`src/shared/acs_defs.svh`:
```
// register offsets, field positions, reset values and timing for cipher control
`ifndef ACS_DEFS_SVH
`define ACS_DEFS_SVH
`define ACS_ADDR_STATUS     8'h82
`define ACS_ADDR_CTRL       8'h83
`define ACS_ADDR_BLOCK_LO   8'h84
`define ACS_ADDR_BLOCK_HI   8'h93
`define ACS_ADDR_ALIAS      8'h94
`define ACS_BIT_REQUEST     7
`define ACS_MODE_HI         6
`define ACS_MODE_LO         4
`define ACS_BIT_DIR         3
`define ACS_BIT_ERROR       7
`define ACS_BIT_DONE        0
`define ACS_CTRL_RESET      8'h00
`define ACS_RUN_TIME_US     24
`define ACS_CLK_MHZ         200
`define ACS_RUN_CYCLES      (`ACS_RUN_TIME_US * `ACS_CLK_MHZ)
`define ACS_BLOCK_BYTES     16
`endif

```
`src/shared/acs_pkg.sv`:
```
// types for the cipher control and status block
package acs_pkg;
  typedef enum logic [2:0] {
    ACS_MODE_ECB = 3'h0,
    ACS_MODE_KEY = 3'h1,
    ACS_MODE_CBC = 3'h2
  } acs_mode_type;
  typedef enum logic [1:0] {
    ACS_IDLE = 2'b01,
    ACS_BUSY = 2'b10
  } acs_state_type;
endpackage

```
`src/acs_control.sv`:
```
// cipher control and status registers with run timer
//
// Overview of operation
// done status bit reads 0 until operation finishes, then 1.
// any control register access during a run aborts it; host waits for done.
// write with request bit 7 set starts a run using stored mode and direction.
// mode bits 6:4: 0 codebook, 1 key load, 2 chaining; 3 to 7 reserved.
// direction bit 3: 0 encrypt, 1 decrypt; chaining decrypt not allowed.
// alias address 0x94 behaves exactly like control register 0x83.
// host ends a write burst at the alias with request set to launch.
// error set on control access during a run or short block readback.
// a run not ended early by abort or sleep finishes and raises done 24 us after start.
// all registers return to reset values on sleep entry; the code leaves rdata_reg at its last read value.
// block region 0x84..0x93 holds key in mode 1, data otherwise.
// done clears when a request starts a run and stays clear until it ends.
`timescale 1ns/1ps
`include "acs_defs.svh"
module acs_control
  import acs_pkg::*;
#(
  parameter int RUN_CYCLES = `ACS_RUN_CYCLES
) (
  input  wire logic       core_clk_in,      // 200 MHz core clock
  input  wire logic       rst_b_in,         // async reset, active low
  input  wire logic       sleep_in,         // sleep entry, synchronous clear
  input  wire logic       sram_wr_in,       // one-cycle write strobe
  input  wire logic       sram_rd_in,       // one-cycle read strobe
  input  wire logic [7:0] sram_addr_in,     // sram address
  input  wire logic [7:0] sram_wdata_in,    // write data
  input  wire logic       burst_end_in,     // pulse when access burst closes
  output logic      [7:0] sram_rdata_out,   // read data, valid cycle after strobe
  output logic            core_start_out,   // one-cycle run start pulse
  output logic      [2:0] core_mode_out,    // stored mode
  output logic            core_decrypt_out, // stored direction
  output logic            core_abort_out,   // one-cycle abort pulse
  output logic            key_select_out    // block region holds key
);
  function automatic logic is_ctrl(input logic [7:0] a);
    return (a == `ACS_ADDR_CTRL) || (a == `ACS_ADDR_ALIAS);
  endfunction
  function automatic logic is_block(input logic [7:0] a);
    return (a >= `ACS_ADDR_BLOCK_LO) && (a <= `ACS_ADDR_BLOCK_HI);
  endfunction

  acs_state_type state_reg, state_next;
  logic [2:0]  mode_reg, mode_next;
  logic        dir_reg, dir_next;
  logic        done_reg, done_next;
  logic        err_reg, err_next;
  logic [31:0] cnt_reg, cnt_next;
  logic [4:0]  rdcnt_reg, rdcnt_next;
  logic [7:0]  rdata_reg, rdata_next;
  logic        start_reg, start_next;
  logic        abort_reg, abort_next;
  logic        key_reg, key_next;
  logic        ctrl_hit;
  logic        req_wr;

  always_comb begin
    ctrl_hit   = (sram_wr_in || sram_rd_in) && is_ctrl(sram_addr_in);
    req_wr     = sram_wr_in && is_ctrl(sram_addr_in) && sram_wdata_in[`ACS_BIT_REQUEST];
    state_next = state_reg;
    mode_next  = mode_reg;
    dir_next   = dir_reg;
    done_next  = done_reg;
    err_next   = err_reg;
    cnt_next   = cnt_reg;
    rdcnt_next = rdcnt_reg;
    rdata_next = rdata_reg;
    start_next = 1'b0;
    abort_next = 1'b0;
    if (sram_wr_in && is_ctrl(sram_addr_in)) begin
      mode_next = sram_wdata_in[`ACS_MODE_HI:`ACS_MODE_LO];
      dir_next  = sram_wdata_in[`ACS_BIT_DIR];
    end
    if (sram_rd_in) begin
      if (sram_addr_in == `ACS_ADDR_STATUS) begin
        rdata_next = 8'h00;
        rdata_next[`ACS_BIT_ERROR] = err_reg;
        rdata_next[`ACS_BIT_DONE]  = done_reg;
      end else if (is_ctrl(sram_addr_in)) begin
        // request bit is write-only and reads as zero
        rdata_next = {1'b0, mode_reg, dir_reg, 3'h0};
      end else begin
        rdata_next = 8'h00;
      end
    end
    if (sram_rd_in && is_block(sram_addr_in) && rdcnt_reg != 5'(`ACS_BLOCK_BYTES)) begin
      rdcnt_next = rdcnt_reg + 5'h01;
    end
    // a partly read result block counts as an error once the burst closes
    if (burst_end_in) begin
      if (rdcnt_reg != 5'h00 && rdcnt_reg != 5'(`ACS_BLOCK_BYTES)) begin
        err_next = 1'b1;
      end
      rdcnt_next = 5'h00;
    end
    case (state_reg)
      ACS_IDLE: begin
        if (req_wr) begin
          state_next = ACS_BUSY;
          start_next = 1'b1;
          done_next  = 1'b0;
          cnt_next   = 32'h0;
        end
      end
      ACS_BUSY: begin
        if (ctrl_hit) begin
          state_next = ACS_IDLE;
          abort_next = 1'b1;
          err_next   = 1'b1;
        end else if (cnt_reg == 32'(RUN_CYCLES - 1)) begin
          state_next = ACS_IDLE;
          done_next  = 1'b1;
        end else begin
          cnt_next = cnt_reg + 32'h1;
        end
      end
      default: state_next = ACS_IDLE;
    endcase
    if (sleep_in) begin
      state_next = ACS_IDLE;
      mode_next  = 3'(`ACS_CTRL_RESET >> `ACS_MODE_LO);
      dir_next   = 1'b0;
      done_next  = 1'b0;
      err_next   = 1'b0;
      cnt_next   = 32'h0;
      rdcnt_next = 5'h00;
      start_next = 1'b0;
      abort_next = 1'b0;
    end
    // registered from the next mode so the select line never glitches
    // and always matches the stored mode, sleep included
    key_next   = (mode_next == ACS_MODE_KEY);
  end

  always_ff @(posedge core_clk_in or negedge rst_b_in) begin
    if (!rst_b_in) begin
      state_reg <= ACS_IDLE;
      mode_reg  <= 3'h0;
      dir_reg   <= 1'b0;
      done_reg  <= 1'b0;
      err_reg   <= 1'b0;
      cnt_reg   <= 32'h0;
      rdcnt_reg <= 5'h00;
      rdata_reg <= 8'h00;
      start_reg <= 1'b0;
      abort_reg <= 1'b0;
      key_reg   <= 1'b0;
    end else begin
      state_reg <= state_next;
      mode_reg  <= mode_next;
      dir_reg   <= dir_next;
      done_reg  <= done_next;
      err_reg   <= err_next;
      cnt_reg   <= cnt_next;
      rdcnt_reg <= rdcnt_next;
      rdata_reg <= rdata_next;
      start_reg <= start_next;
      abort_reg <= abort_next;
      key_reg   <= key_next;
    end
  end

  assign sram_rdata_out   = rdata_reg;
  assign core_start_out   = start_reg;
  assign core_mode_out    = mode_reg;
  assign core_decrypt_out = dir_reg;
  assign core_abort_out   = abort_reg;
  assign key_select_out   = key_reg;

  a_start_clears_done: assert property (@(posedge core_clk_in) disable iff (!rst_b_in)
    (state_reg == ACS_IDLE && req_wr && !sleep_in) |=> (!done_reg && state_reg == ACS_BUSY))
    else $error("done not cleared on start");
  a_run_length: assert property (@(posedge core_clk_in) disable iff (!rst_b_in)
    (state_reg == ACS_BUSY && cnt_reg == 32'(RUN_CYCLES - 1) && !ctrl_hit && !sleep_in)
      |=> done_reg)
    else $error("done not raised at end of run");
  a_done_low_busy: assert property (@(posedge core_clk_in) disable iff (!rst_b_in)
    (state_reg == ACS_BUSY) |-> !done_reg)
    else $error("done high while busy");
  a_abort_on_access: assert property (@(posedge core_clk_in) disable iff (!rst_b_in)
    (state_reg == ACS_BUSY && ctrl_hit && !sleep_in)
      |=> (state_reg == ACS_IDLE && core_abort_out && err_reg))
    else $error("control access did not abort");
  a_start_pulse: assert property (@(posedge core_clk_in) disable iff (!rst_b_in)
    core_start_out |-> ($past(req_wr) && state_reg == ACS_BUSY && cnt_reg == 32'h0))
    else $error("start pulse without request");
  a_alias_mode: assert property (@(posedge core_clk_in) disable iff (!rst_b_in)
    (sram_wr_in && sram_addr_in == `ACS_ADDR_ALIAS && !sleep_in)
      |=> (mode_reg == $past(sram_wdata_in[6:4]) && dir_reg == $past(sram_wdata_in[3])))
    else $error("alias write not stored");
  a_sleep_clears: assert property (@(posedge core_clk_in) disable iff (!rst_b_in)
    sleep_in |=> (state_reg == ACS_IDLE && !done_reg && !err_reg && mode_reg == 3'h0))
    else $error("sleep did not reset registers");
  a_key_select: assert property (@(posedge core_clk_in) disable iff (!rst_b_in)
    key_select_out == (mode_reg == 3'h1))
    else $error("key select mismatch");
  // sleep masks the next three checks since it clears every register but rdata_reg at once
  a_short_read_err: assert property (@(posedge core_clk_in) disable iff (!rst_b_in)
    (burst_end_in && rdcnt_reg != 5'h00 && rdcnt_reg != 5'(`ACS_BLOCK_BYTES) && !sleep_in)
      |=> err_reg)
    else $error("short readback did not set error");
  a_error_sticky: assert property (@(posedge core_clk_in) disable iff (!rst_b_in)
    (err_reg && !sleep_in) |=> err_reg)
    else $error("error flag lost without sleep");
  a_mode_stored: assert property (@(posedge core_clk_in) disable iff (!rst_b_in)
    (sram_wr_in && sram_addr_in == `ACS_ADDR_CTRL && !sleep_in)
      |=> (core_mode_out == $past(sram_wdata_in[6:4])
           && core_decrypt_out == $past(sram_wdata_in[3])))
    else $error("control write not stored");
  a_status_read: assert property (@(posedge core_clk_in) disable iff (!rst_b_in)
    (sram_rd_in && sram_addr_in == `ACS_ADDR_STATUS)
      |=> (sram_rdata_out == {$past(err_reg), 6'h00, $past(done_reg)}))
    else $error("status read wrong");
  a_busy_no_start: assert property (@(posedge core_clk_in) disable iff (!rst_b_in)
    (state_reg == ACS_BUSY) |=> !core_start_out)
    else $error("start pulse from a busy state");
  a_abort_one_pulse: assert property (@(posedge core_clk_in) disable iff (!rst_b_in)
    core_abort_out |=> !core_abort_out)
    else $error("abort pulse longer than one cycle");
endmodule // acs_control
```
`config.mk`:
```
export PLATFORM = sky130hd
export DESIGN_NAME = acs_control
export DESIGN_NICKNAME = d
export VERILOG_FILES = /design/src/shared/acs_pkg.sv /design/src/acs_control.sv
export VERILOG_INCLUDE_DIRS = /design/src /design/src/shared
export SDC_FILE = /design/constraint.sdc
export NUM_CORES = 1
export LEC_CHECK = 0
export ABC_AREA = 1
export BUFFER_PORTS_ARGS = -buffer_cell sky130_fd_sc_hd__buf_2
export CORE_AREA = 2 2 114 61
export CTS_CLUSTER_DIAMETER = 40
export DETAILED_ROUTE_END_ITERATION = 8
export DIE_AREA = 0 0 116 63
export PLACE_DENSITY = 0.85
export SETUP_SLACK_MARGIN = 0.05
export SLEW_MARGIN = 20
export SYNTH_ARGS = -nofsm -noshare
export SYNTH_HDL_FRONTEND = slang
export SYNTH_SLANG_ARGS = --single-unit
```
`constraint.sdc`:
```
create_clock -name core_clk_in -period 1.7 [get_ports core_clk_in]
set_input_delay 0.34 -clock core_clk_in [delete_from_list [all_inputs] [get_ports core_clk_in]]
set_output_delay 0.34 -clock core_clk_in [all_outputs]
set_load 0.02 [all_outputs]
```
Word-level counts from Yosys, hierarchy flattened
Index checks and enable logic that the tools add are counted.

storage, ports and cells
  input bits = 22
  flip-flop bits (word level) = 56
  output and inout bits = 15
  logic and storage cells = 79

operators by class
  add/sub/neg operators = 2
  mux-type cells = 35
  reduce and logical (&&, ||, !) cells = 16
  equal/unequal tests = 13
  magnitude comparators = 2

operators by type and width
  cell                                                       number
  two-way mux 32 bit                                         4
  case mux 32 bit (2 select lines)                           1
  adder 32 x 1 -> 32 bit (second input constant)             1
  equality test 32 x 13 -> 1 bit (second input constant)     1
  equality test 8 bit (second input constant)                3
  two-way mux 1 bit                                          17
  two-way mux 5 bit                                          3
  != test 3 bit (second input constant)                      4
  greater-or-equal comparator 8 bit (second input constant)  1
  <= comparator 8 bit (second input constant)                1
  two-way mux 2 bit                                          4
  two-way mux 8 bit                                          1
  AND reduction 4 bit                                        2
  logical AND 1 bit                                          7
  two-way mux 7 bit                                          1
  two-way mux 3 bit                                          2
  nonzero test 3 bit                                         2
  adder 5 x 1 -> 5 bit (second input constant)               1
  != test 5 bit (second input constant)                      1
  nonzero test 5 bit                                         1
  != test 4 bit (second input constant)                      1
  case mux 2 bit (2 select lines)                            1
  equality test 3 x 1 -> 1 bit (second input constant)       1
  equality test 2 x 1 -> 1 bit (second input constant)       1
  other kinds (5)                                            6

Depth between registers and ports, before layout
Gate-level depths: netlist (run 1).

  word-level depth = 7
  depth in mapped cells = 12
  mapped depth without buffers = 12

Worst setup path before layout (run 1)
No wires, ideal clock.

  path kind = reg2reg
  from = register cnt_reg[0]
  to = register cnt_reg[18]
  stages on the path, launching flop included = 12
  arrival time = 1.402 ns
  slack = 0.177 ns
  required time = 1.580 ns
  clock period less this slack = 1.523 ns
  setup time = 0.120 ns
  path buffers = 1
  cells stage by stage = dfrtp_1 > ha_1 > nand2_2 > nor2_4 > nand2_1 > nor2_2 > nand2_1 > nand3_1 > inv_1 > buf_4 > nand2_1 > nand2_1

on the way
  cells in the longest elaborated chain, start to end = 5
  elaborated cells on any way between the ends = 8
  classes of those cells = add/sub (1); eq/ne (2); mux (4); reduce/logical (1)

ends and longest elaborated chain
  what                              RTL line            source
  start: declaration                acs_control.sv:50   logic [31:0] cnt_reg, cnt_next;
  start signal: assignment          acs_control.sv:156  cnt_reg <= cnt_next;
  adder 32 x 1 -> 32 bit            acs_control.sv:116  cnt_next = cnt_reg + 32'h1;
  two-way mux 32 bit                acs_control.sv:112  end else if (cnt_reg == 32'(RUN_CYCLES - 1)) begin
  two-way mux 32 bit                acs_control.sv:108  if (ctrl_hit) begin
  case mux 32 bit (2 select lines)  acs_control.sv:98   case (state_reg)
  two-way mux 32 bit                acs_control.sv:121  if (sleep_in) begin

Parallel ways exist; a longest one is shown, timed or not. The select of a mux whose other input is x is not followed.
A chain may end at the register's enable or synchronous reset.

Worst setup path after layout (run 1)
  from = register cnt_reg[1]
  to = register cnt_reg[14]

The elaborated chain is that of the path after synthesis.

==> results of run 1 <==
critical path, delay by kind of cell (launching register included):
| kind | cells | cell delay (ns) |
|---|---|---|
| DFF | 1 | 0.42 |
| adders and majority gates | 1 | 0.19 |
| and+or+nand+nor | 9 | 0.97 |
timing repair:
action                                 CTS  global route
endpoints found under the hold margin    0             0
resized for setup                        8            48
pin swaps                                4            10
gates cloned                             0             2
setup endpoints to repair               32            38
buffers inserted                         0             7
logic make-up after synthesis:
group                      Yosys count  share of synthesized area
AOI/OAI and AO/OA                   59                     0.0892
xor gates and xnor gates            11                     0.0268
adders and majority gates            3                     0.0105
buffers and inverters               83                      0.106
DFF                                 54                      0.377
other                                1                    0.00104
and+or+nand+nor                    323                      0.390
cell type report:
type / count / area [um^2]
sequential: 54 / 1360
tap: 92 / 115
clock inverter: 2 / 60.1
multi-input combinational: 399 / 2060
inverter: 68 / 255
timing repair buffer: 76 / 561
fill: 530 / 1810
clock buffer: 6 / 139
how the worst min path moves through the flow:
stage | depth (start not counted) | slack (ns) | endpoint
global placement | 2 | 0.33 | rdcnt_reg[0]
floorplan | 0 | 0.04 | cnt_reg[0]
global route | 2 | 0.03 | rdcnt_reg[0]
detailed placement | 2 | 0.33 | cnt_reg[1]
finish | 2 | 0.008 | rdcnt_reg[0]
CTS | 2 | 0.01 | rdcnt_reg[0]
per-stage QoR:
stage          setup TNS, ns  utilization  instance area (um^2)  cells
2_1_floorplan              0            -                  3600    535
3_3_place_gp               0        0.641                  4080    681
3_5_place_dp           -1.27        0.641                  4080    681
4_1_cts                    0        0.676                  4300    689
5_1_grt                -1.73        0.716                  4550    697
6_report                   0        0.716                  4550    697
routing by layer:
layer  part of all wire  up-vias  GRT usage  routed length (um)
met5                  0        -          0                   0
met3               0.13       13     0.0834                1420
met1               0.45     1802      0.493                5020
met2               0.41      220      0.420                4530
met4             0.0095        0     0.0446                 105
li1                   -     1820          -                   -
synthesized netlist by cell type (3+ instances only):
cell type / count
ha_1: 3
nor2_2: 4
o22ai_1: 5
inv_1: 67
nor3_1: 14
nand4_1: 7
o21ai_0: 21
nand2_1: 169
a21oi_1: 7
xor2_1: 11
o21ai_1: 24
nor2_1: 72
dfrtp_1: 53
nand2_2: 3
buf_6: 6
nand3_1: 38
nand2_4: 3
buf_4: 6
power groups by stage:
stage | Sequential, mW | Combinational [mW] | Clock, mW
finish | 1.29 | 0.151 | 1.38
global placement | 1.31 | 0.139 | 0
CTS | 1.29 | 0.145 | 1.39
floorplan | 1.31 | 0.0699 | 0
detailed placement | 1.31 | 0.145 | 0
global route | 1.29 | 0.166 | 1.46
==> out/results.tsv, run 1 <==
metric	value	unit
rsz0062_at_grt	yes	
fin_hold_ws	0.00802	ns
drv_cap	0	
fp.dieArea	7310	um^2
cp_cell_sequence	ha_4, nand2_4, nor2_4, nand2_2, nor2_4, nand3_4, nand2_8, nor2_4, nand2_1, nand2_1	
postSynthCellCount	534	
cts_hold_buf	0	
drt_iter0_drc	452	
cts.path.max_buffers	2	
period_minus_slack	1.64	ns
synth_top_area_share	0.369	
fmax	609	MHz
largest_reg_flops	32	
p_sw	0.604	mW
ant_nets	0	
ys.flop_type	dfrtp_1	
cts-root-buf	clkbuf_16	
intPower	2.21	mW
r2r_cells	10	
drt-vias-per-instance	5.53	
reg2reg_from	cnt_reg[1]	
worstSkewPairLatency	0.30	ns
crit_arrival	1.88	ns
endpoint	cnt_reg[14]	
startpoint	cnt_reg[1]	
slowest_stage	dfrtp_1	
finalCritPeriodShare	0.966	
p_leak	2.26	nW
ys_ff_latch	54	
cpMostUsedCell	nor2_4	
rr_endpoint	cnt_reg[14]	
grt_max_degree	35	
synth-edff-count	0	
core	6360	um^2
avgRoutedWirePerCell	15.9	um
yosysTopAreaCell	dfrtp_1	
grt_pass1_wl	17.3	mm
final_cell_mix	nand2_1 (158), inv_1 (62), nor2_1 (62), dfrtp_1 (48), buf_4 (40)	
ir_worst_vdd	0.532	mV
drive_gt1_frac	0.246	
dr_total_vias	3855	
endpoint_kind	flop	
async_flop_share	1.00	
fin_skew	0.00501	ns
cpPeakStageDelay	0.42	ns
critical_path_required	1.94	ns
synth.distinct_cells	35	
worstSetupPathType	flop to flop	
setup_viol	0	
combPwrFrac	0.054	
nNetsFinal	629	
drt_first_pass_iters	5	
hold_path_class	input port to async pin	
seq_power_share	0.456	
grt_usage	0.309	
crit_fanout	12	
cts_buffers	5	
r2r_slack	0.06	ns
htree_levels	2	
post-place-ws	-0.0759	ns
antenna_found_initial	0	
p_sw_frac	0.214	
status	complete, no violations	
place_congestion	1.05	
synthTopCellsByArea	dfrtp_1 (37%), nand2_1 (18%), nor2_1 (7.5%)	
path_clk_slew	0.07	ns
startpoint_type	flop	
final_common_cell	nand2_1	
syn_avg_cell_area	6.73	um^2
port_buffers	31	
io-pin-count	37	
hold_violations	0	
drc_errors	0	
hpwl	8.04	mm
timing.final.ws_setup	0.0576	ns
p_total	2.82	mW
power_density	619	nW/um^2
cts.sinks	54	
drv_slew	0	
wl	11.1	mm
synth-seq-area-share	0.377	
diodes	0	
area_growth	26.7	%
die_y	63	um
synthesis.area	3590	um^2
num_rows	21	
gr-total-overflow	0	
pwr-share-clk	0.490	
initial_core_util	0.565	
grt_pass1_vias	3492	
die_x	116	um
cts_tree	done	
synth_warnings	0	
Power figures use the tool's default switching activity.
==> run 2: changes to the inputs <==
Settings changed: ABC_AREA 1 to default, CORE_AREA 2 2 114 61 to 2 2 108 58, DIE_AREA 0 0 116 63 to 0 0 110 60, GPL_ROUTABILITY_DRIVEN from default to 1, PLACE_DENSITY 0.85 to 0.84.
==> out/results.tsv, run 2 <==
metric	value	unit	change
synth-edff-count	0		unchanged
startpoint_type	flop		
endpoint_kind	flop		
die_y	60	um	-4.8%
drv_cap	0		unchanged
area_growth	40.5	%	
tns	-10.60	ns	-10.60 ns
path_clk_slew	0.11	ns	+0.04 ns
synthesis.area	3140	um^2	-13%
ant_nets	0		unchanged
cts.sinks	54		unchanged
grt_pass1_wl	15.9	mm	-8.4%
wl	10.9	mm	-1.8%
ys_top_cells_by_count	dfrtp_1 (53), nand2_1 (34), o21ai_0 (18)		
final_cells	518		-26%
io-pin-count	37		unchanged
slew_headroom	0.647		
synth.distinct_cells	58		+66%
rr_endpoint	cnt_reg[25]		
power_density	543	nW/um^2	-12%
htree_levels	2		unchanged
cpPeakStageDelay	0.46	ns	+0.04 ns
grt_max_degree	42		+20%
fp.dieArea	6600	um^2	-9.7%
slowest_stage	dfrtp_1		
synth_warnings	0		unchanged
dr_total_vias	3420		-11%
gr-total-overflow	0		unchanged
setup_viol	34		+34
endpoint	cnt_reg[25]		
hpwl	7.23	mm	-10%
post-place-ws	-0.434	ns	-0.358 ns
fin_hold_ws	0.258	ns	+0.250 ns
antenna_found_initial	0		unchanged
period_minus_slack	2.08	ns	+0.442 ns
yosysTopAreaCell	dfrtp_1		
ys.flop_type	dfrtp_1		
syn_avg_cell_area	9.25	um^2	+38%
violations	negative setup slack		
cts.path.max_buffers	2		unchanged
grt_pass1_vias	3164		-9.4%
hold_path_class	input port to flop		
diodes	0		unchanged
p_leak	1.99	nW	-12%
finalCritPeriodShare	1.23		+0.260
synth_top_area_share	0.423		+0.0536
core	5730	um^2	-9.9%
drt_first_pass_iters	6		+1
final_cell_mix	buf_4 (70), dfrtp_1 (51), nand2_1 (33), buf_2 (31)		
worstHoldStart	burst_end_in		
initial_core_util	0.547		-0.0176
cp_cell_sequence	nor4_4, nand2_4, nor4_2, buf_4, nor4_1, a211o_1		
drv_slew	0		unchanged
cts_tree	done		
crit_arrival	2.31	ns	+0.43 ns
finish.utilization	0.769		+0.0533
status	finished with violations		
nFillCells	338		-36%
synthTopCellsByArea	dfrtp_1 (42%), nand2_1 (4.1%), a31oi_1 (3.0%)		
r2r_cells	6		-4
async_flop_share	1.00		unchanged
r2r_slack	-0.38	ns	-0.44 ns
cts_buffers	5		unchanged
worstSkewPairLatency	0.33	ns	+0.03 ns
ir_worst_vdd	0.538	mV	+1.1%
drive_gt1_frac	0.415		+0.169
grt_usage	0.324		+0.0150
port_buffers	31		unchanged
hold_violations	0		unchanged
cts-root-buf	clkbuf_8		
reg2reg_from	cnt_reg[18]		
synth-seq-area-share	0.431		+0.0547
fmax	480	MHz	-21%
num_rows	20		-4.8%
dpl.cell_count	501		-26%
drt_iter0_drc	475		+5.1%
ys_ff_latch	54		unchanged
drc_errors	0		unchanged
final_common_cell	buf_4		
crit_fanout	11		-1
largest_reg_flops	32		unchanged
tightestPinTransition	0.525	ns	
nNetsFinal	465		-26%
worstSetupPathType	flop to flop		
synth.most_common_cell	dfrtp_1		
critical_path_required	1.92	ns	-0.02 ns
fin_skew	0.0140	ns	+0.00902 ns
avgRoutedWirePerCell	21.0	um	+32%
rsz0062_at_grt	yes		
postSynthCellCount	339		-37%
crit_cells	6		-4
cp_top_family	simple AND/OR/NAND/NOR gates		
place_congestion	0.915		-13%
crit_buf_inv	1		+1
drt-vias-per-instance	6.60		+19%
startpoint	cnt_reg[18]		
timing.final.ws_setup	-0.385	ns	-0.442 ns
die_x	110	um	-5.2%
## run 2: changes by cell type after synthesis, sizes merged, moves of 12 or more
cell	change
a31oi	+16
and3	+17
nor2	-62
nand2	-140
nand3	-26
inv	-56
nor4	+12
o21ai	-26
## run 2: cell type report
type                    count  area, um^2  area share
well taps                  77        96.3      0.0219
inverters                  12        45.0      0.0102
clock buffers               6        82.6      0.0187
repair buffers            113         841       0.191
clock inverters             2        12.5     0.00284
multi-input cells         254        1970       0.448
flip-flops and latches     54        1360       0.307
## run 2: what timing repair did
action	4_1_cts	5_1_grt
pin swaps	4	18
gates cloned	1	0
endpoints found under the hold margin	13	0
resized for setup	13	52
setup buffers	1	6
hold buffers	1	0
setup endpoints to repair	35	35
## run 2: metal layers
layer / up-vias / wire (um) / global-route usage
met5: - / 0 / 0
met4: 0 / 306 / 0.0940
met3: 50 / 1210 / 0.0720
met2: 252 / 4920 / 0.493
met1: 1638 / 4450 / 0.467
li1: 1480 / - / -
## run 2: where the power goes
part           leakage, nW  switching (mW)  internal [mW]
registers            0.747          0.0169           1.30
clock network       0.0472           0.455          0.329
logic                 1.19           0.156          0.132
## run 2: worst reg2reg max path, stage by stage (launching register included)
cell and delay [ns]:
dfrtp_1 0.46, nor4_4 0.36, nand2_4 0.10, nor4_2 0.39, buf_4 0.30, nor4_1 0.09, a211o_1 0.27
## run 2: how the worst min path moves through the flow
stage / endpoint / slack, ns / depth (start not counted)
final: rdcnt_reg[0] / 0.26 / 2
after global routing: rdcnt_reg[0] / 0.25 / 2
after CTS: rdcnt_reg[0] / 0.25 / 2
after detailed placement: rdcnt_reg[0] / 0.26 / 1
after global placement: rdcnt_reg[0] / 0.27 / 1
after floorplan: cnt_reg[0] / 0.04 / 0
## run 2: kinds of logic after synthesis
group | Yosys count | synth area share
xor gates and xnor gates | 4 | 0.0112
muxes | 3 | 0.00997
and+or+nand+nor | 156 | 0.286
buffers and inverters | 33 | 0.0538
DFF | 54 | 0.431
AOI/OAI and AO/OA | 85 | 0.195
other | 1 | 0.00120
adders and majority gates | 3 | 0.0120
## run 2: metrics by stage
step	power (mW)	cell area [um^2]
finish	2.39	4410
global route	2.47	4410
CTS	2.35	4070
detailed placement	1.59	3860
global placement	1.58	3860
floorplan	1.44	3160
==> run 3: changes to the inputs <==
Settings changed: CORE_AREA 2 2 108 58 to 2 2 106 57, DIE_AREA 0 0 110 60 to 0 0 108 59, PLACE_DENSITY 0.84 to 0.86.
Clock period 1.7 ns to 2.6 ns, I/O delays scaled along.
==> out/results.tsv, run 3 (synthesized netlist as in run 2, its figures left out) <==
metric	value	unit	change
tightestPinTransition	0.692	ns	+0.167 ns
final_common_cell	dfrtp_1		
p_sw	0.368	mW	-41%
nNetsFinal	390		-16%
num_rows	19		-5.0%
cts_setup_buffers	0		-1
core	5350	um^2	-6.7%
startpoint_type	flop		
intPower	1.19	mW	-33%
die_x	108	um	-1.8%
critical_path_required	2.81	ns	+0.89 ns
port_buffers	31		unchanged
cts.path.max_buffers	2		unchanged
ant_nets	0		unchanged
wl	7.27	mm	-33%
gr-total-overflow	0		unchanged
final_cell_mix	dfrtp_1 (53), nand2_1 (34), buf_2 (31), o21ai_0 (18)		
setup_viol	0		-100%
die_y	59	um	-1.7%
cts.sinks	54		unchanged
grt_usage	0.235		-0.0892
drc_errors	0		unchanged
initial_core_util	0.586		+0.0391
status	complete, no violations		
fin_skew	0.0130	ns	-0.000976 ns
tns	0	ns	+10.60 ns
p_leak	1.53	nW	-23%
diodes	0		unchanged
path_clk_slew	0.10	ns	about the same
endpoint_kind	flop		
grt_max_degree	55		+31%
cts-root-buf	clkbuf_8		
hold_violations	0		unchanged
p_sw_frac	0.237		-0.0257
final_cells	439		-15%
rsz0062_at_grt	no		
grt_pass1_vias	2619		-17%
largest_reg_flops	32		unchanged
grt_util_met2	0.402		-0.0918
dpl.cell_count	431		-14%
grt.busiest_layer	met2		
drv_slew	0		unchanged
avgRoutedWirePerCell	16.6	um	-21%
hpwl	5.14	mm	-29%
drv_cap	0		unchanged
finish.utilization	0.643		-0.126
combPwrFrac	0.070		-0.050
drt_first_pass_iters	5		-1
antenna_found_initial	0		unchanged
slew_headroom	0.539		-0.108
grt_util_met1	0.305		-0.162
cts_tree	done		
cts-resized-gates	0		-13
p_total	1.55	mW	-35%
area_growth	9.65	%	
fp.dieArea	6370	um^2	-3.5%
finalCritPeriodShare	0.912		-0.314
place_congestion	0.910		-0.45%
hold_path_class	input port to async pin		
grtUsageMet3	0.0538		-0.0181
cts_buffers	5		unchanged
fin_hold_ws	0.305	ns	+0.0476 ns
period_minus_slack	2.37	ns	+0.286 ns
worstSetupPathType	flop to flop		
cts_hold_buf	0		-1
pwr-share-clk	0.370		+0.043
htree_levels	2		unchanged
ir_worst_vdd	0.306	mV	-43%
io-pin-count	37		unchanged
drt_iter0_drc	315		-34%
drive_gt1_frac	0.183		-0.232
power_density	452	nW/um^2	-17%
grt_pass1_wl	11.8	mm	-26%
fmax	422	MHz	-12%
worstSkewPairLatency	0.31	ns	-0.02 ns
crit_fanout	16		+5
dr_total_vias	2830		-17%
crit_arrival	2.58	ns	+0.27 ns
r2r_cells	5		-1
drt-vias-per-instance	6.45		-2.4%
seq_power_share	0.560		+0.008
[run 3: cell count changes in the layout (fill, tap and decap cells not counted), sizes merged]
cell | before | now
buf | 112 | 39
bufinv | 0 | 1
dlygate4sd3 | 1 | 0
o21a | 6 | 5
inv | 12 | 13
clkinvlp | 1 | 0
clkbuf | 6 | 5
[run 3: metrics by stage]
| stage | instance area (um^2) | setup slack, ns |
|---|---|---|
| floorplan | 3140 | 0.435 |
| global placement | 3320 | 0.208 |
| detailed placement | 3320 | 0.172 |
| CTS | 3440 | 0.288 |
| global route | 3440 | 0.156 |
| finish | 3440 | 0.229 |
[run 3: area by class of cell]
| class | count | area [um^2] |
|---|---|---|
| clock inverters | 3 | 47.5 |
| multi-input cells | 253 | 1620 |
| fillers | 404 | 1910 |
| well taps | 73 | 91.3 |
| inverters | 12 | 45.0 |
| flip-flops and latches | 54 | 1350 |
| clock buffers | 5 | 68.8 |
| repair buffers | 39 | 215 |
[run 3: path summary, 6_finish.rpt]
kind	startpoint	end	slack, ns
setup / recovery	cnt_reg[22]	cnt_reg[22]	0.23
hold / removal	rst_b_in	cnt_reg[24]	0.31
setup reg to reg	cnt_reg[22]	cnt_reg[22]	0.23
hold reg to reg	core_mode_out[0]	sram_rdata_out[4]	0.52
max in group asynchronous	rst_b_in	core_abort_out	1.84
min in group core_clk_in	burst_end_in	rdcnt_reg[0]	0.44
[run 3: power by group through the flow]
| stage | Sequential, mW | Combinational [mW] | Clock, mW |
|---|---|---|---|
| 3_5_place_dp | 0.886 | 0.109 | 0 |
| 4_1_cts | 0.869 | 0.109 | 0.581 |
| 2_1_floorplan | 0.882 | 0.0614 | 0 |
| 5_1_grt | 0.874 | 0.121 | 0.619 |
| 3_3_place_gp | 0.885 | 0.103 | 0 |
| 6_report | 0.870 | 0.109 | 0.576 |
[run 3: critical path: stages (launching register included)]
cell,delay [ns]
dfrtp_1,0.46
nor4_1,0.40
nand2_1,0.14
or4_1,0.80
and3_1,0.27
o22a_1,0.19
[run 3: routing by layer]
metal / up-vias / routed length [um]
met1: 1330 / 3120
li1: 1339 / -
met3: 13 / 590
met4: 0 / 89
met2: 148 / 3480
met5: - / 0
